<file path="src/include/gia_pkg.sv">
// constants and types for the group interrupt arm unit
// assumes one processor clock domain; levels numbered from octal 200 upward
package gia_pkg;
  localparam int LEVELS_PER_GROUP = 16;
  localparam int MAX_GROUPS = 56;
  localparam logic [5:0] FITTED_GROUPS = 6'h38;
  localparam int GRP_W = 6;
  localparam int BIT_W = 4;
  localparam int LVL_W = 10;
  localparam int CW_W = 24;
  localparam int WORD_W = 32;
  localparam int CW_GRP_LSB = 18;
  localparam int CW_FN_MSB = 17;
  localparam int CW_FN_LSB = 16;
  localparam int CW_MASK_MSB = 15;
  localparam int WAIT_LSB = 16;
  localparam logic [LVL_W-1:0] LEVEL_BASE = 10'h080;
  localparam logic [1:0] FN_NONE = 2'h0;
  localparam logic [1:0] FN_ARM = 2'h1;
  localparam logic [1:0] FN_DISARM = 2'h2;
  localparam logic [1:0] FN_SET = 2'h3;
  localparam logic [15:0] ALL_ARMED = 16'hffff;
  typedef enum logic [1:0] {
    GIA_IDLE = 2'h0,
    GIA_ACC = 2'h1,
    GIA_CLR = 2'h3
  } gia_state_t;
  typedef enum logic [1:0] {
    GIA_OP_CW = 2'h0,
    GIA_OP_PULSE = 2'h1,
    GIA_OP_SCAN = 2'h2
  } gia_op_t;
endpackage

</file>
<file path="src/hdl/gia_mem.sv">
// per-group store: armed bits low half, waiting bits high half
// one read and one write port, read data registered
`timescale 1ns/1ps
module gia_mem (
  input wire logic clk,
  input wire logic rst_b,
  input wire logic ce,
  input wire logic rd_en,
  input wire logic [gia_pkg::GRP_W-1:0] rd_addr,
  input wire logic wr_en,
  input wire logic [gia_pkg::GRP_W-1:0] wr_addr,
  input wire logic [gia_pkg::WORD_W-1:0] wr_data,
  output logic [gia_pkg::WORD_W-1:0] rd_data_r
);
  logic [gia_pkg::WORD_W-1:0] mem [gia_pkg::MAX_GROUPS];

  always_ff @(posedge clk) begin
    if (ce && wr_en) begin
      mem[wr_addr] <= wr_data;
    end
  end

  always_ff @(posedge clk or negedge rst_b) begin
    if (!rst_b) begin
      rd_data_r <= '0;
    end else if (ce && rd_en) begin
      rd_data_r <= mem[rd_addr];
    end
  end
endmodule

</file>
<file path="src/hdl/gia_top.sv">
// arm control unit for the special-system interrupt levels
// core strobes are on clk; console start and unit-present strap are pins
//
// Overview of operation
// RULE1: levels exist only in whole groups of sixteen, up to the fitted group count.
// RULE2: with the unit absent every level acts as armed and control words are ignored.
// RULE3: a pulse to an armed level always makes that level wait.
// RULE4: levels count as enabled only while the global interrupt-enabled input is high.
// RULE5: arming changes only per group and only by a prepare command then an output word.
// RULE6: console start clears every level to disarmed, not waiting and not active.
// RULE7: the prepare command primes the unit for the next output word in one cycle.
// RULE8: the core must issue a prepare before each control-word output.
// RULE9: the arm path neither reads nor changes the global enable.
// RULE10: control word bits 0 to 5 pick the group, zero meaning levels from octal 200.
// RULE11: control word bits 8 to 23 are the mask, bit 8 for the group's first level.
// RULE12: function 01 arms the levels with a one mask bit and keeps the rest.
// RULE13: function 10 disarms the levels with a zero mask bit and keeps the rest.
// RULE14: function 11 arms the one-bit levels and disarms the zero-bit levels.
// RULE15: function 00 leaves the group unchanged.
// RULE16: a pulse to a disarmed level is dropped and not remembered.
// RULE17: a waiting level goes active only when enabled and nothing higher is active.
`timescale 1ns/1ps
module gia_top (
  input wire logic clk,
  input wire logic rst_b,
  input wire logic ce,
  input wire logic unit_present,
  input wire logic console_start,
  input wire logic global_irq_enabled,
  input wire logic arm_prepare_command,
  input wire logic parallel_output_transfer,
  input wire logic [gia_pkg::CW_W-1:0] xfer_word,
  input wire logic irq_pulse_stb,
  input wire logic [gia_pkg::LVL_W-1:0] irq_pulse_level,
  input wire logic active_clear,
  output logic prep_done_r,
  output logic arm_unit_primed_r,
  output logic pulse_ready_r,
  output logic active_valid_r,
  output logic [gia_pkg::LVL_W-1:0] active_level_r
);

  logic start_s1_r, start_s2_r, present_s1_r, present_s2_r;
  gia_pkg::gia_state_t state_r, state_nxt;
  gia_pkg::gia_op_t op_r, op_nxt;
  logic clr_pend_r, cw_pend_r, pulse_pend_r;
  logic [gia_pkg::CW_W-1:0] cw_r, acc_cw_r;
  logic [gia_pkg::GRP_W-1:0] pulse_grp_r, op_grp_r, scan_grp_r, clr_idx_r;
  logic [gia_pkg::BIT_W-1:0] pulse_bit_r, op_bit_r;
  logic rd_en, wr_en;
  logic [gia_pkg::GRP_W-1:0] rd_addr, wr_addr;
  logic [gia_pkg::WORD_W-1:0] wr_data, rd_data_r;
  logic [15:0] mask, armed_cur, armed_eff, wait_cur, armed_new, wait_new;
  logic [1:0] fn;
  logic found;
  logic [gia_pkg::BIT_W-1:0] found_bit;
  logic [gia_pkg::LVL_W-1:0] rel_level;
  logic pulse_take, pulse_ok, dispatch;

  // two-stage synchronisers for the console button and the strap
  always_ff @(posedge clk or negedge rst_b) begin
    if (!rst_b) begin
      start_s1_r <= 1'b0;
      start_s2_r <= 1'b0;
      present_s1_r <= 1'b0;
      present_s2_r <= 1'b0;
    end else if (ce) begin
      start_s1_r <= console_start;
      start_s2_r <= start_s1_r;
      present_s1_r <= unit_present;
      present_s2_r <= present_s1_r;
    end
  end

  gia_mem u_mem (
    .clk(clk),
    .rst_b(rst_b),
    .ce(ce),
    .rd_en(rd_en),
    .rd_addr(rd_addr),
    .wr_en(wr_en),
    .wr_addr(wr_addr),
    .wr_data(wr_data),
    .rd_data_r(rd_data_r)
  );

  // mask bit 8 of the word (msb-first numbering) maps to level 0 of the group
  for (genvar k = 0; k < gia_pkg::LEVELS_PER_GROUP; k++) begin : g_mask
    assign mask[k] = acc_cw_r[gia_pkg::CW_MASK_MSB-k]; // RULE11
  end
  assign fn = acc_cw_r[gia_pkg::CW_FN_MSB:gia_pkg::CW_FN_LSB];
  assign armed_cur = rd_data_r[gia_pkg::WAIT_LSB-1:0];
  assign wait_cur = rd_data_r[gia_pkg::WORD_W-1:gia_pkg::WAIT_LSB];
  assign armed_eff = present_s2_r ? armed_cur : gia_pkg::ALL_ARMED; // RULE2
  assign rel_level = irq_pulse_level - gia_pkg::LEVEL_BASE;
  assign pulse_ok = (irq_pulse_level >= gia_pkg::LEVEL_BASE)
                    && (rel_level[gia_pkg::LVL_W-1:gia_pkg::BIT_W] < gia_pkg::FITTED_GROUPS); // RULE1
  assign pulse_take = irq_pulse_stb && pulse_ready_r;

  // new contents of the group being visited
  always_comb begin
    armed_new = armed_cur;
    wait_new = wait_cur;
    found = 1'b0;
    found_bit = '0;
    for (int i = gia_pkg::LEVELS_PER_GROUP - 1; i >= 0; i--) begin
      if (wait_cur[i]) begin
        found = 1'b1;
        found_bit = i[gia_pkg::BIT_W-1:0];
      end
    end
    case (op_r)
      gia_pkg::GIA_OP_CW: begin
        case (fn)
          gia_pkg::FN_ARM: armed_new = armed_cur | mask; // RULE12
          gia_pkg::FN_DISARM: armed_new = armed_cur & mask; // RULE13
          gia_pkg::FN_SET: armed_new = mask; // RULE14
          default: armed_new = armed_cur; // RULE15
        endcase
      end
      gia_pkg::GIA_OP_PULSE: begin
        wait_new[op_bit_r] = wait_cur[op_bit_r] | armed_eff[op_bit_r]; // RULE3 RULE16
      end
      gia_pkg::GIA_OP_SCAN: begin
        if (found && global_irq_enabled && !active_valid_r) begin
          wait_new[found_bit] = 1'b0;
        end
      end
      default: armed_new = armed_cur;
    endcase
  end

  // single-port sequencer: clear, control word, pulse, then priority scan
  always_comb begin
    state_nxt = state_r;
    op_nxt = op_r;
    rd_en = 1'b0;
    rd_addr = scan_grp_r;
    wr_en = 1'b0;
    wr_addr = op_grp_r;
    wr_data = {wait_new, armed_new};
    dispatch = 1'b0;
    case (state_r)
      gia_pkg::GIA_IDLE: begin
        if (clr_pend_r) begin
          state_nxt = gia_pkg::GIA_CLR;
        end else if (cw_pend_r) begin
          rd_en = 1'b1;
          rd_addr = cw_r[gia_pkg::CW_W-1:gia_pkg::CW_GRP_LSB]; // RULE10
          op_nxt = gia_pkg::GIA_OP_CW;
          dispatch = 1'b1;
          state_nxt = gia_pkg::GIA_ACC;
        end else if (pulse_pend_r) begin
          rd_en = 1'b1;
          rd_addr = pulse_grp_r;
          op_nxt = gia_pkg::GIA_OP_PULSE;
          dispatch = 1'b1;
          state_nxt = gia_pkg::GIA_ACC;
        end else if (global_irq_enabled && !active_valid_r) begin // RULE4 RULE17
          rd_en = 1'b1;
          op_nxt = gia_pkg::GIA_OP_SCAN;
          dispatch = 1'b1;
          state_nxt = gia_pkg::GIA_ACC;
        end
      end
      gia_pkg::GIA_ACC: begin
        wr_en = 1'b1;
        state_nxt = gia_pkg::GIA_IDLE;
      end
      gia_pkg::GIA_CLR: begin
        wr_en = 1'b1;
        wr_addr = clr_idx_r;
        wr_data = '0; // RULE6
        if (clr_idx_r == gia_pkg::FITTED_GROUPS - 6'h01) begin
          state_nxt = gia_pkg::GIA_IDLE;
        end
      end
      default: state_nxt = gia_pkg::GIA_IDLE;
    endcase
  end

  always_ff @(posedge clk or negedge rst_b) begin
    if (!rst_b) begin
      state_r <= gia_pkg::GIA_IDLE;
      op_r <= gia_pkg::GIA_OP_CW;
      clr_pend_r <= 1'b1;
      clr_idx_r <= '0;
      op_grp_r <= '0;
      op_bit_r <= '0;
      acc_cw_r <= '0;
    end else if (ce) begin
      state_r <= state_nxt;
      op_r <= op_nxt;
      if (start_s2_r) begin
        clr_pend_r <= 1'b1; // RULE6
      end else if (state_r == gia_pkg::GIA_IDLE) begin
        clr_pend_r <= 1'b0;
      end
      if (state_r == gia_pkg::GIA_CLR) begin
        clr_idx_r <= clr_idx_r + 6'h01;
      end else begin
        clr_idx_r <= '0;
      end
      if (dispatch) begin
        op_grp_r <= rd_addr;
        op_bit_r <= pulse_bit_r;
        acc_cw_r <= cw_r;
      end
    end
  end

  // prepare command and control word capture
  always_ff @(posedge clk or negedge rst_b) begin
    if (!rst_b) begin
      arm_unit_primed_r <= 1'b0;
      prep_done_r <= 1'b0;
      cw_pend_r <= 1'b0;
      cw_r <= '0;
    end else if (ce) begin
      prep_done_r <= arm_prepare_command; // RULE7
      if (start_s2_r || state_r == gia_pkg::GIA_CLR) begin
        arm_unit_primed_r <= 1'b0;
        cw_pend_r <= 1'b0;
      end else begin
        if (dispatch && op_nxt == gia_pkg::GIA_OP_CW) begin
          cw_pend_r <= 1'b0;
        end
        if (arm_prepare_command) begin
          arm_unit_primed_r <= 1'b1; // RULE7
        end else if (parallel_output_transfer && arm_unit_primed_r && present_s2_r) begin
          arm_unit_primed_r <= 1'b0; // RULE5 RULE8
          if (!cw_pend_r
              && xfer_word[gia_pkg::CW_W-1:gia_pkg::CW_GRP_LSB] < gia_pkg::FITTED_GROUPS) begin
            cw_pend_r <= 1'b1; // RULE5
            cw_r <= xfer_word; // RULE9
          end
        end
      end
    end
  end

  // one-slot holding register for an incoming pulse
  always_ff @(posedge clk or negedge rst_b) begin
    if (!rst_b) begin
      pulse_pend_r <= 1'b0;
      pulse_ready_r <= 1'b0;
      pulse_grp_r <= '0;
      pulse_bit_r <= '0;
    end else if (ce) begin
      if (pulse_take && pulse_ok) begin
        pulse_pend_r <= 1'b1;
        pulse_ready_r <= 1'b0;
        pulse_grp_r <= rel_level[gia_pkg::LVL_W-1:gia_pkg::BIT_W];
        pulse_bit_r <= rel_level[gia_pkg::BIT_W-1:0];
      end else if (state_r == gia_pkg::GIA_CLR
                   || (dispatch && op_nxt == gia_pkg::GIA_OP_PULSE)) begin
        pulse_pend_r <= 1'b0;
        pulse_ready_r <= 1'b1;
      end else begin
        pulse_ready_r <= !pulse_pend_r;
      end
    end
  end

  // active level and round-robin scan pointer
  always_ff @(posedge clk or negedge rst_b) begin
    if (!rst_b) begin
      active_valid_r <= 1'b0;
      active_level_r <= '0;
      scan_grp_r <= '0;
    end else if (ce) begin
      if (start_s2_r || active_clear) begin
        active_valid_r <= 1'b0; // RULE6
      end else if (state_r == gia_pkg::GIA_ACC && op_r == gia_pkg::GIA_OP_SCAN
                   && found && global_irq_enabled && !active_valid_r) begin
        active_valid_r <= 1'b1; // RULE17
        active_level_r <= gia_pkg::LEVEL_BASE + {op_grp_r, found_bit};
      end
      if (state_r == gia_pkg::GIA_CLR) begin
        scan_grp_r <= '0;
      end else if (state_r == gia_pkg::GIA_ACC && op_r == gia_pkg::GIA_OP_SCAN && !found) begin
        scan_grp_r <= (scan_grp_r == gia_pkg::FITTED_GROUPS - 6'h01) ? '0 : scan_grp_r + 6'h01;
      end
    end
  end

  wire acc_cw = state_r == gia_pkg::GIA_ACC && op_r == gia_pkg::GIA_OP_CW;
  wire acc_pl = state_r == gia_pkg::GIA_ACC && op_r == gia_pkg::GIA_OP_PULSE;
endmodule

</file>
<file path="config.mk">
export PLATFORM = sky130hd
export DESIGN_NAME = gia_top
export DESIGN_NICKNAME = d
export VERILOG_FILES = /design/src/include/gia_pkg.sv /design/src/hdl/gia_mem.sv /design/src/hdl/gia_top.sv
export SDC_FILE = /design/constraint.sdc
export NUM_CORES = 2
export LEC_CHECK = 0
export ABC_AREA = 1
export BUFFER_PORTS_ARGS = -buffer_cell sky130_fd_sc_hd__buf_2
export CORE_MARGIN = 2
export CORE_UTILIZATION = 40
export DETAILED_ROUTE_END_ITERATION = 8
export PLACE_DENSITY = 0.61
export SYNTH_ARGS = -nofsm -noshare
export SYNTH_HDL_FRONTEND = slang
export SYNTH_SLANG_ARGS = --single-unit
</file>
<file path="constraint.sdc">
create_clock -name clk -period 9.6 [get_ports clk]
set_input_delay 0.96 -clock clk [delete_from_list [all_inputs] [get_ports clk]]
set_output_delay 0.96 -clock clk [all_outputs]
set_load 0.005 [all_outputs]
</file>
* Word level (Yosys, flattened, before mapping)
Memory sizes are Yosys's and may differ from the RTL's. A register that Yosys moved wholly into a read port is not among the register bits.
Cells that the tools add are included.
** Cells by class
- $add $sub $neg :: 4
- $lt $le $gt $ge :: 7
- Equality and inequality tests :: 12
- Multiplexer cells :: 91
- Bitwise gates (word level) :: 8
- Reduce and logical (&&, ||, !) cells :: 47
** Operators by type and width (number)
- 4-bit two-way mux :: 16
- 6-bit two-way mux :: 9
- 16-bit two-way mux :: 3
- 16-bit one-hot mux with 3 select lines :: 1
- 1-bit two-way mux :: 44
- 16-bit bitwise AND :: 2
- 32-bit two-way mux :: 1
- 16-bit one-hot mux with 2 select lines :: 1
- 1-bit logical AND :: 20
- 2-bit two-way mux :: 10
- 16-bit bitwise mux :: 1
- 16-bit NOT :: 1
- 16-bit OR :: 1
- 2-bit AND reduction :: 7
- 6-bit by 1-bit adder with 6-bit output, second input constant :: 2
- 6-bit equality test, second input constant :: 2
- 6-bit less-than comparator, second input constant :: 2
- 8-bit by 10-bit adder with 10-bit output, first input constant :: 1
- 10-bit by 8-bit >= comparator with 1-bit output, second input constant :: 1
- 4-bit by 5-bit less-than comparator with 1-bit output, second input constant :: 2
- 10-bit by 8-bit subtractor with 10-bit output, second input constant :: 1
- 1-bit binary-select mux with 4-bit select :: 2
- 1-bit demux with 4-bit select :: 2
- 2-bit by 1-bit equality test with 1-bit output, second input constant :: 4
- 15 further kinds :: 33
** Word-level totals
- Flip-flop bits (word level) :: 99
- Bits in writable memories :: 1792
- Output and inout port bits :: 14
- Logic and storage cells :: 192
- Memories :: 1
** Memories
- u_mem.mem :: depth 56, width 32, rd ports 1, clocked after Yosys merged registers in 1, wr ports 1, RTL line gia_mem.sv:15 : logic [gia_pkg::WORD_W-1:0] mem [gia_pkg::MAX_GROUPS];

* Longest topological paths before layout
- Depth in word-level cells :: 25
- Depth in mapped cells :: 19
- Depth with buffers taken out :: 19

* Cells and area by module
A second synthesis with hierarchy kept.
** Second synthesis, totals
- Cell total of the unflattened synthesis :: 7122
- Area total of the unflattened synthesis :: 79920.4 µm²
** Modules (own cells, without submodules)
- gia_mem :: instances 1, cells each 6334, area each 74056.0 µm²
- gia_top :: instances 1, cells each 788, area each 5864.4 µm²

* Worst setup path after synthesis
Ideal clock, no wire load.
- Path type :: reg-to-reg
- Start :: reg state_r[0]
- End :: mem u_mem.mem[45][0] (netlist name) (enable)
- Data arrival time :: 3.722 ns
- Required time :: 9.139 ns
- Setup slack :: 5.417 ns
- Cell stages (with the launch flop) :: 9
- Path buffers :: 1
- Path through :: dfrtp_1 nand2_1 clkbuf_1 nor2_1 nor2_1 inv_1 nor3_1 inv_1 nor3_1
** Between the ends
- Word-level cells in the longest chain between the ends :: 6
- Elaborated cells on any way between the ends :: 8
- Those cells by class :: eq/ne (2); mux (4); reduce/logical (2)
** RTL lines
- start, declared :: RTL line gia_top.sv:44 : gia_pkg::gia_state_t state_r, state_nxt;
- start signal, assigned :: RTL line gia_top.sv:184 : state_r <= gia_pkg::GIA_IDLE;
- start signal, assigned :: RTL line gia_top.sv:192 : state_r <= state_nxt;
- 2-bit equality test / 2-bit by 1-bit equality test with 1-bit output (equally long branches) :: RTL line gia_top.sv:143 : case (state_r)
- 2-bit OR reduction (no line)
- 1-bit two-way mux :: RTL line gia_top.sv:143
- 1-bit logical AND :: RTL line gia_mem.sv:18 : if (ce && wr_en) begin
- 1-bit two-way mux :: RTL line gia_mem.sv:18
- 1-bit two-way mux (not written as such) :: RTL line gia_mem.sv:19 : mem[wr_addr] <= wr_data;
- end, declared :: RTL line gia_mem.sv:15
Parallel ways exist; a longest one is shown, timed or not.

* Worst setup path after layout
- Start :: reg state_r[0]
- End :: reg u_mem.rd_data_r[26] (netlist name) (read register of u_mem.mem)
** Between the ends
- Word-level cells in the longest chain between the ends :: 3
- Elaborated cells on any way between the ends :: 4
- Those cells by class :: mux (2); reduce/logical (2)
** RTL lines
- 2-bit logical NOT * :: RTL line gia_top.sv:143
- 1-bit two-way mux :: RTL line gia_top.sv:143
- 1-bit logical AND :: RTL line gia_mem.sv:26 : end else if (ce && rd_en) begin
- end, declared :: RTL line gia_mem.sv:13 : output logic [gia_pkg::WORD_W-1:0] rd_data_r
Every way passes the cells marked *; elsewhere a longest branch is shown, timed or not.
A chain may end at the register's enable or synchronous reset.

==> reports/qor.txt <==
# H-tree levels - 4
ratio of final minimum period to clock period - 0.507
remaining antenna violation count after routing - 0
WS Path Type - reg2reg
setup TNS - 0 ps
syn_area_per_cell - 12.1 sq um
r2r worst-path depth - 17
WP buf/inv - 3
count of pins over their slew limit - 0
DIE HEIGHT - 451 microns
# rows - 163
Total Die Area - 0.203 sq mm
most common cell in the synthesized netlist - edfxtp_1
Fin. Hold Viols - 0
critical path data required time - 10360 ps
ys async rst share - 0.0681
cts repair resizes - 0
yosys warns - 0
LEAKAGE - 31.0 nW
GRT busiest layer - met2
DRC Markers - 0
status - finished clean
clk buf depth - 3
endpoint kind of the worst setup timing path - register
worst r2r dst - u_mem.rd_data_r[26]
Worst-path clk slew - 60 ps
Pwr Density - 386 mW/mm^2
slowest stage delay, CP - 750 ps
Most used DFF post-synth - edfxtp_1
cts hold-fix bufs - 0
DR WL/cell - 25.3 microns
grt met1 use - 0.316
post-layout util - 0.450
hpwl dp - 131 mm
Least-Margin Pin Slew - 1390 ps
gp weighted congestion - 0.884
total track usage - 0.227
initial DRC count - 6623
largest net degree at the start of global routing - 219
Routed WL - 236 mm
minimum clock period - 4860 ps
I/O pin count - 58
number of flops mapped to enable cells by yosys - 1792
Num CTS Buffers - 191
Hold Crit Class - in2async
Tot Pwr - 34.4 mW
nature of the critical path startpoint - register
RSZ-0062 raised after global routing - false
reg2reg start - state_r[0]
CTS tree - built
cell count after synthesis - 6611
vias per cell - 5.60
first-pass GRT wire length - 341 mm
Final Setup Violations - 0
Critical Path, Cell by Cell - inv_2, nand2_2, nor2_4, nand2_2, nand2_1, nand2_8, inv_8, buf_12, nand2_1, nand3_1, a21o_1, nand3_1, nand2_1, nand2_1, nand2_1, nand2_1, nand3_1
met3 usage - 0.0362
# nets final - 6584
CP max FO - 198
met2 Use GR - 0.353
WP data arrival - 5620 ps
#FFs+latches synth - 1923
share of cells above drive strength 1 - 0.0973
clk root buf - clkbuf_16
vias in the first global route - 48900
worst reg-to-reg setup slack - 4740 ps
peak supply drop - 399 uV
post-synthesis sequential area ratio - 0.716
syn nets - 6663
area leader, netlist - edfxtp_1
Slew HR - 0.0724
Cell variety after synth - 48
Synth top area share - 0.674
initial antenna violation count - 10
core area - 0.198 sq mm
CTS sink count - 1923
die width - 451 microns
Top cell by count, worst path - nand2_1
Synth area leaders - edfxtp_1 67%, nand2_1 5.1%, o211ai_1 4.8%
most frequent cells after synthesis - 1792 x edfxtp_1, 1092 x nand2_1, 752 x nand3_1
Critical Path Slowest Stage Cell - inv_8
via count - 52200
total congestion overflow - 0
router iterations before antenna repair - 6
Starting Density - 0.403
# Post-CTS Setup Buffers - 0
clk_skew - 49.4 ps
clock latency on the worst-skew pair - 840 ps
Area Overhead vs Synth - 11.5%
critical path's top delay family - simple AND/OR/NAND/NOR gates
synthesized cell area - 0.0798 sq mm
number of port buffers - 57
total of max-cap violations - 0
maximum clock rate - 206 MHz
[worst max path at each step]
stage	startpoint	end	slack [ps]	depth (start not counted)
after floorplan	state_r[0]	u_mem.mem[45][0]	5420	8
after global placement	cw_pend_r	u_mem.rd_data_r[5]	4880	16
after detailed placement	cw_pend_r	u_mem.rd_data_r[5]	4920	16
after CTS	cw_pend_r	u_mem.rd_data_r[5]	4900	16
after global routing	state_r[0]	u_mem.rd_data_r[13]	4550	18
final	state_r[0]	u_mem.rd_data_r[26]	4740	17
[through the flow]
stage | setup slack [ps] | area, sq um | std cells | hold slack [ps]
floorplan | 5420 | 79800 | 6611 | 436
finish | 4740 | 88900 | 9329 | 138
global route | 4550 | 88900 | 9329 | 148
detailed placement | 4920 | 83000 | 8979 | 461
global placement | 4880 | 83000 | 8979 | 458
CTS | 4900 | 88900 | 9328 | 117
[layout by cell type (no fill, tap or decap), types with 5 or more instances in the layout]
| cell type | instances |
|---|---|
| nor3_1 | 17 |
| o21ai_0 | 339 |
| dfrtp_1 | 130 |
| clkinv_1 | 42 |
| inv_2 | 5 |
| or2_2 | 116 |
| clkbuf_1 | 58 |
| a211oi_1 | 16 |
| nand4_1 | 9 |
| or2_1 | 79 |
| nor2_1 | 656 |
| nand2_1 | 1092 |
| buf_4 | 85 |
| o211ai_1 | 513 |
| nor2_4 | 55 |
| clkbuf_16 | 195 |
| a21o_1 | 64 |
| bufinv_16 | 9 |
| buf_12 | 8 |
| clkinvlp_4 | 5 |
| clkbuf_8 | 10 |
| a21oi_1 | 40 |
| mux2_2 | 21 |
| edfxtp_1 | 1792 |
| nand3_1 | 752 |
| inv_1 | 353 |
| a21oi_4 | 16 |
| o22ai_1 | 18 |
| nor3_2 | 16 |
| clkinv_2 | 24 |
| buf_2 | 56 |
| o21ai_1 | 37 |
| ha_1 | 8 |
[sequential cells by signal (all words and copies together), names as in the netlist, 6 cells and up]
signal           count
scan_grp_r           6
u_mem.mem         1792
u_mem.rd_data_r     32
acc_cw_r            18
op_grp_r             6
clr_idx_r            6
pulse_grp_r          6
active_level_r      10
cw_r                24
[power breakdown]
part / total [mW] / internal (mW) / switching [mW]
sequential: 12.1 / 11.8 / 0.307
combinational: 15.0 / 3.29 / 11.7
clock: 7.25 / 4.05 / 3.19
total: 34.4 / 19.2 / 15.2
[cell type report]
cell class              count  area, sq um
diodes                      1         2.50
clock buffers             263         5240
clock inverters            86          736
fillers                 17900       109000
inverters                 367         1400
multi-input cells        3899        20100
flip-flops and latches   1923        57100
well taps                2640         3300
repair buffers            150         1090
[per-layer routing]
layer	vias up	share of wire
met2	2263	0.46
li1	23500	-
met1	26000	0.41
met3	418	0.081
met4	0	0.045
met5	-	0
[cell families (layout without fill, tap and decap cells)]
group	count (synthesis)	after routing	synth area share
AND/OR/NAND/NOR	2800	2800	0.151
other	0	1	0
AO/OA/AOI/OAI	1067	1067	0.0870
multiplexers	21	21	0.00296
buffers and inverters	789	866	0.0421
adder cells (fa/ha/maj)	8	8	0.00125
flip-flops	1923	1923	0.716
XOR/XNOR	3	3	0.000329
[worst register-to-register path: stages (launching register included)]
cell and delay [ps]:
dfrtp_1 420, inv_2 90, nand2_2 80, nor2_4 180
nand2_2 90, nand2_1 180, nand2_8 410, inv_8 810
buf_12 770, nand2_1 540, nand3_1 130, a21o_1 180
nand3_1 150, nand2_1 290, nand2_1 150, nand2_1 120
nand2_1 110, nand3_1 110
No activity file was read; power rests on OpenSTA's default activity.
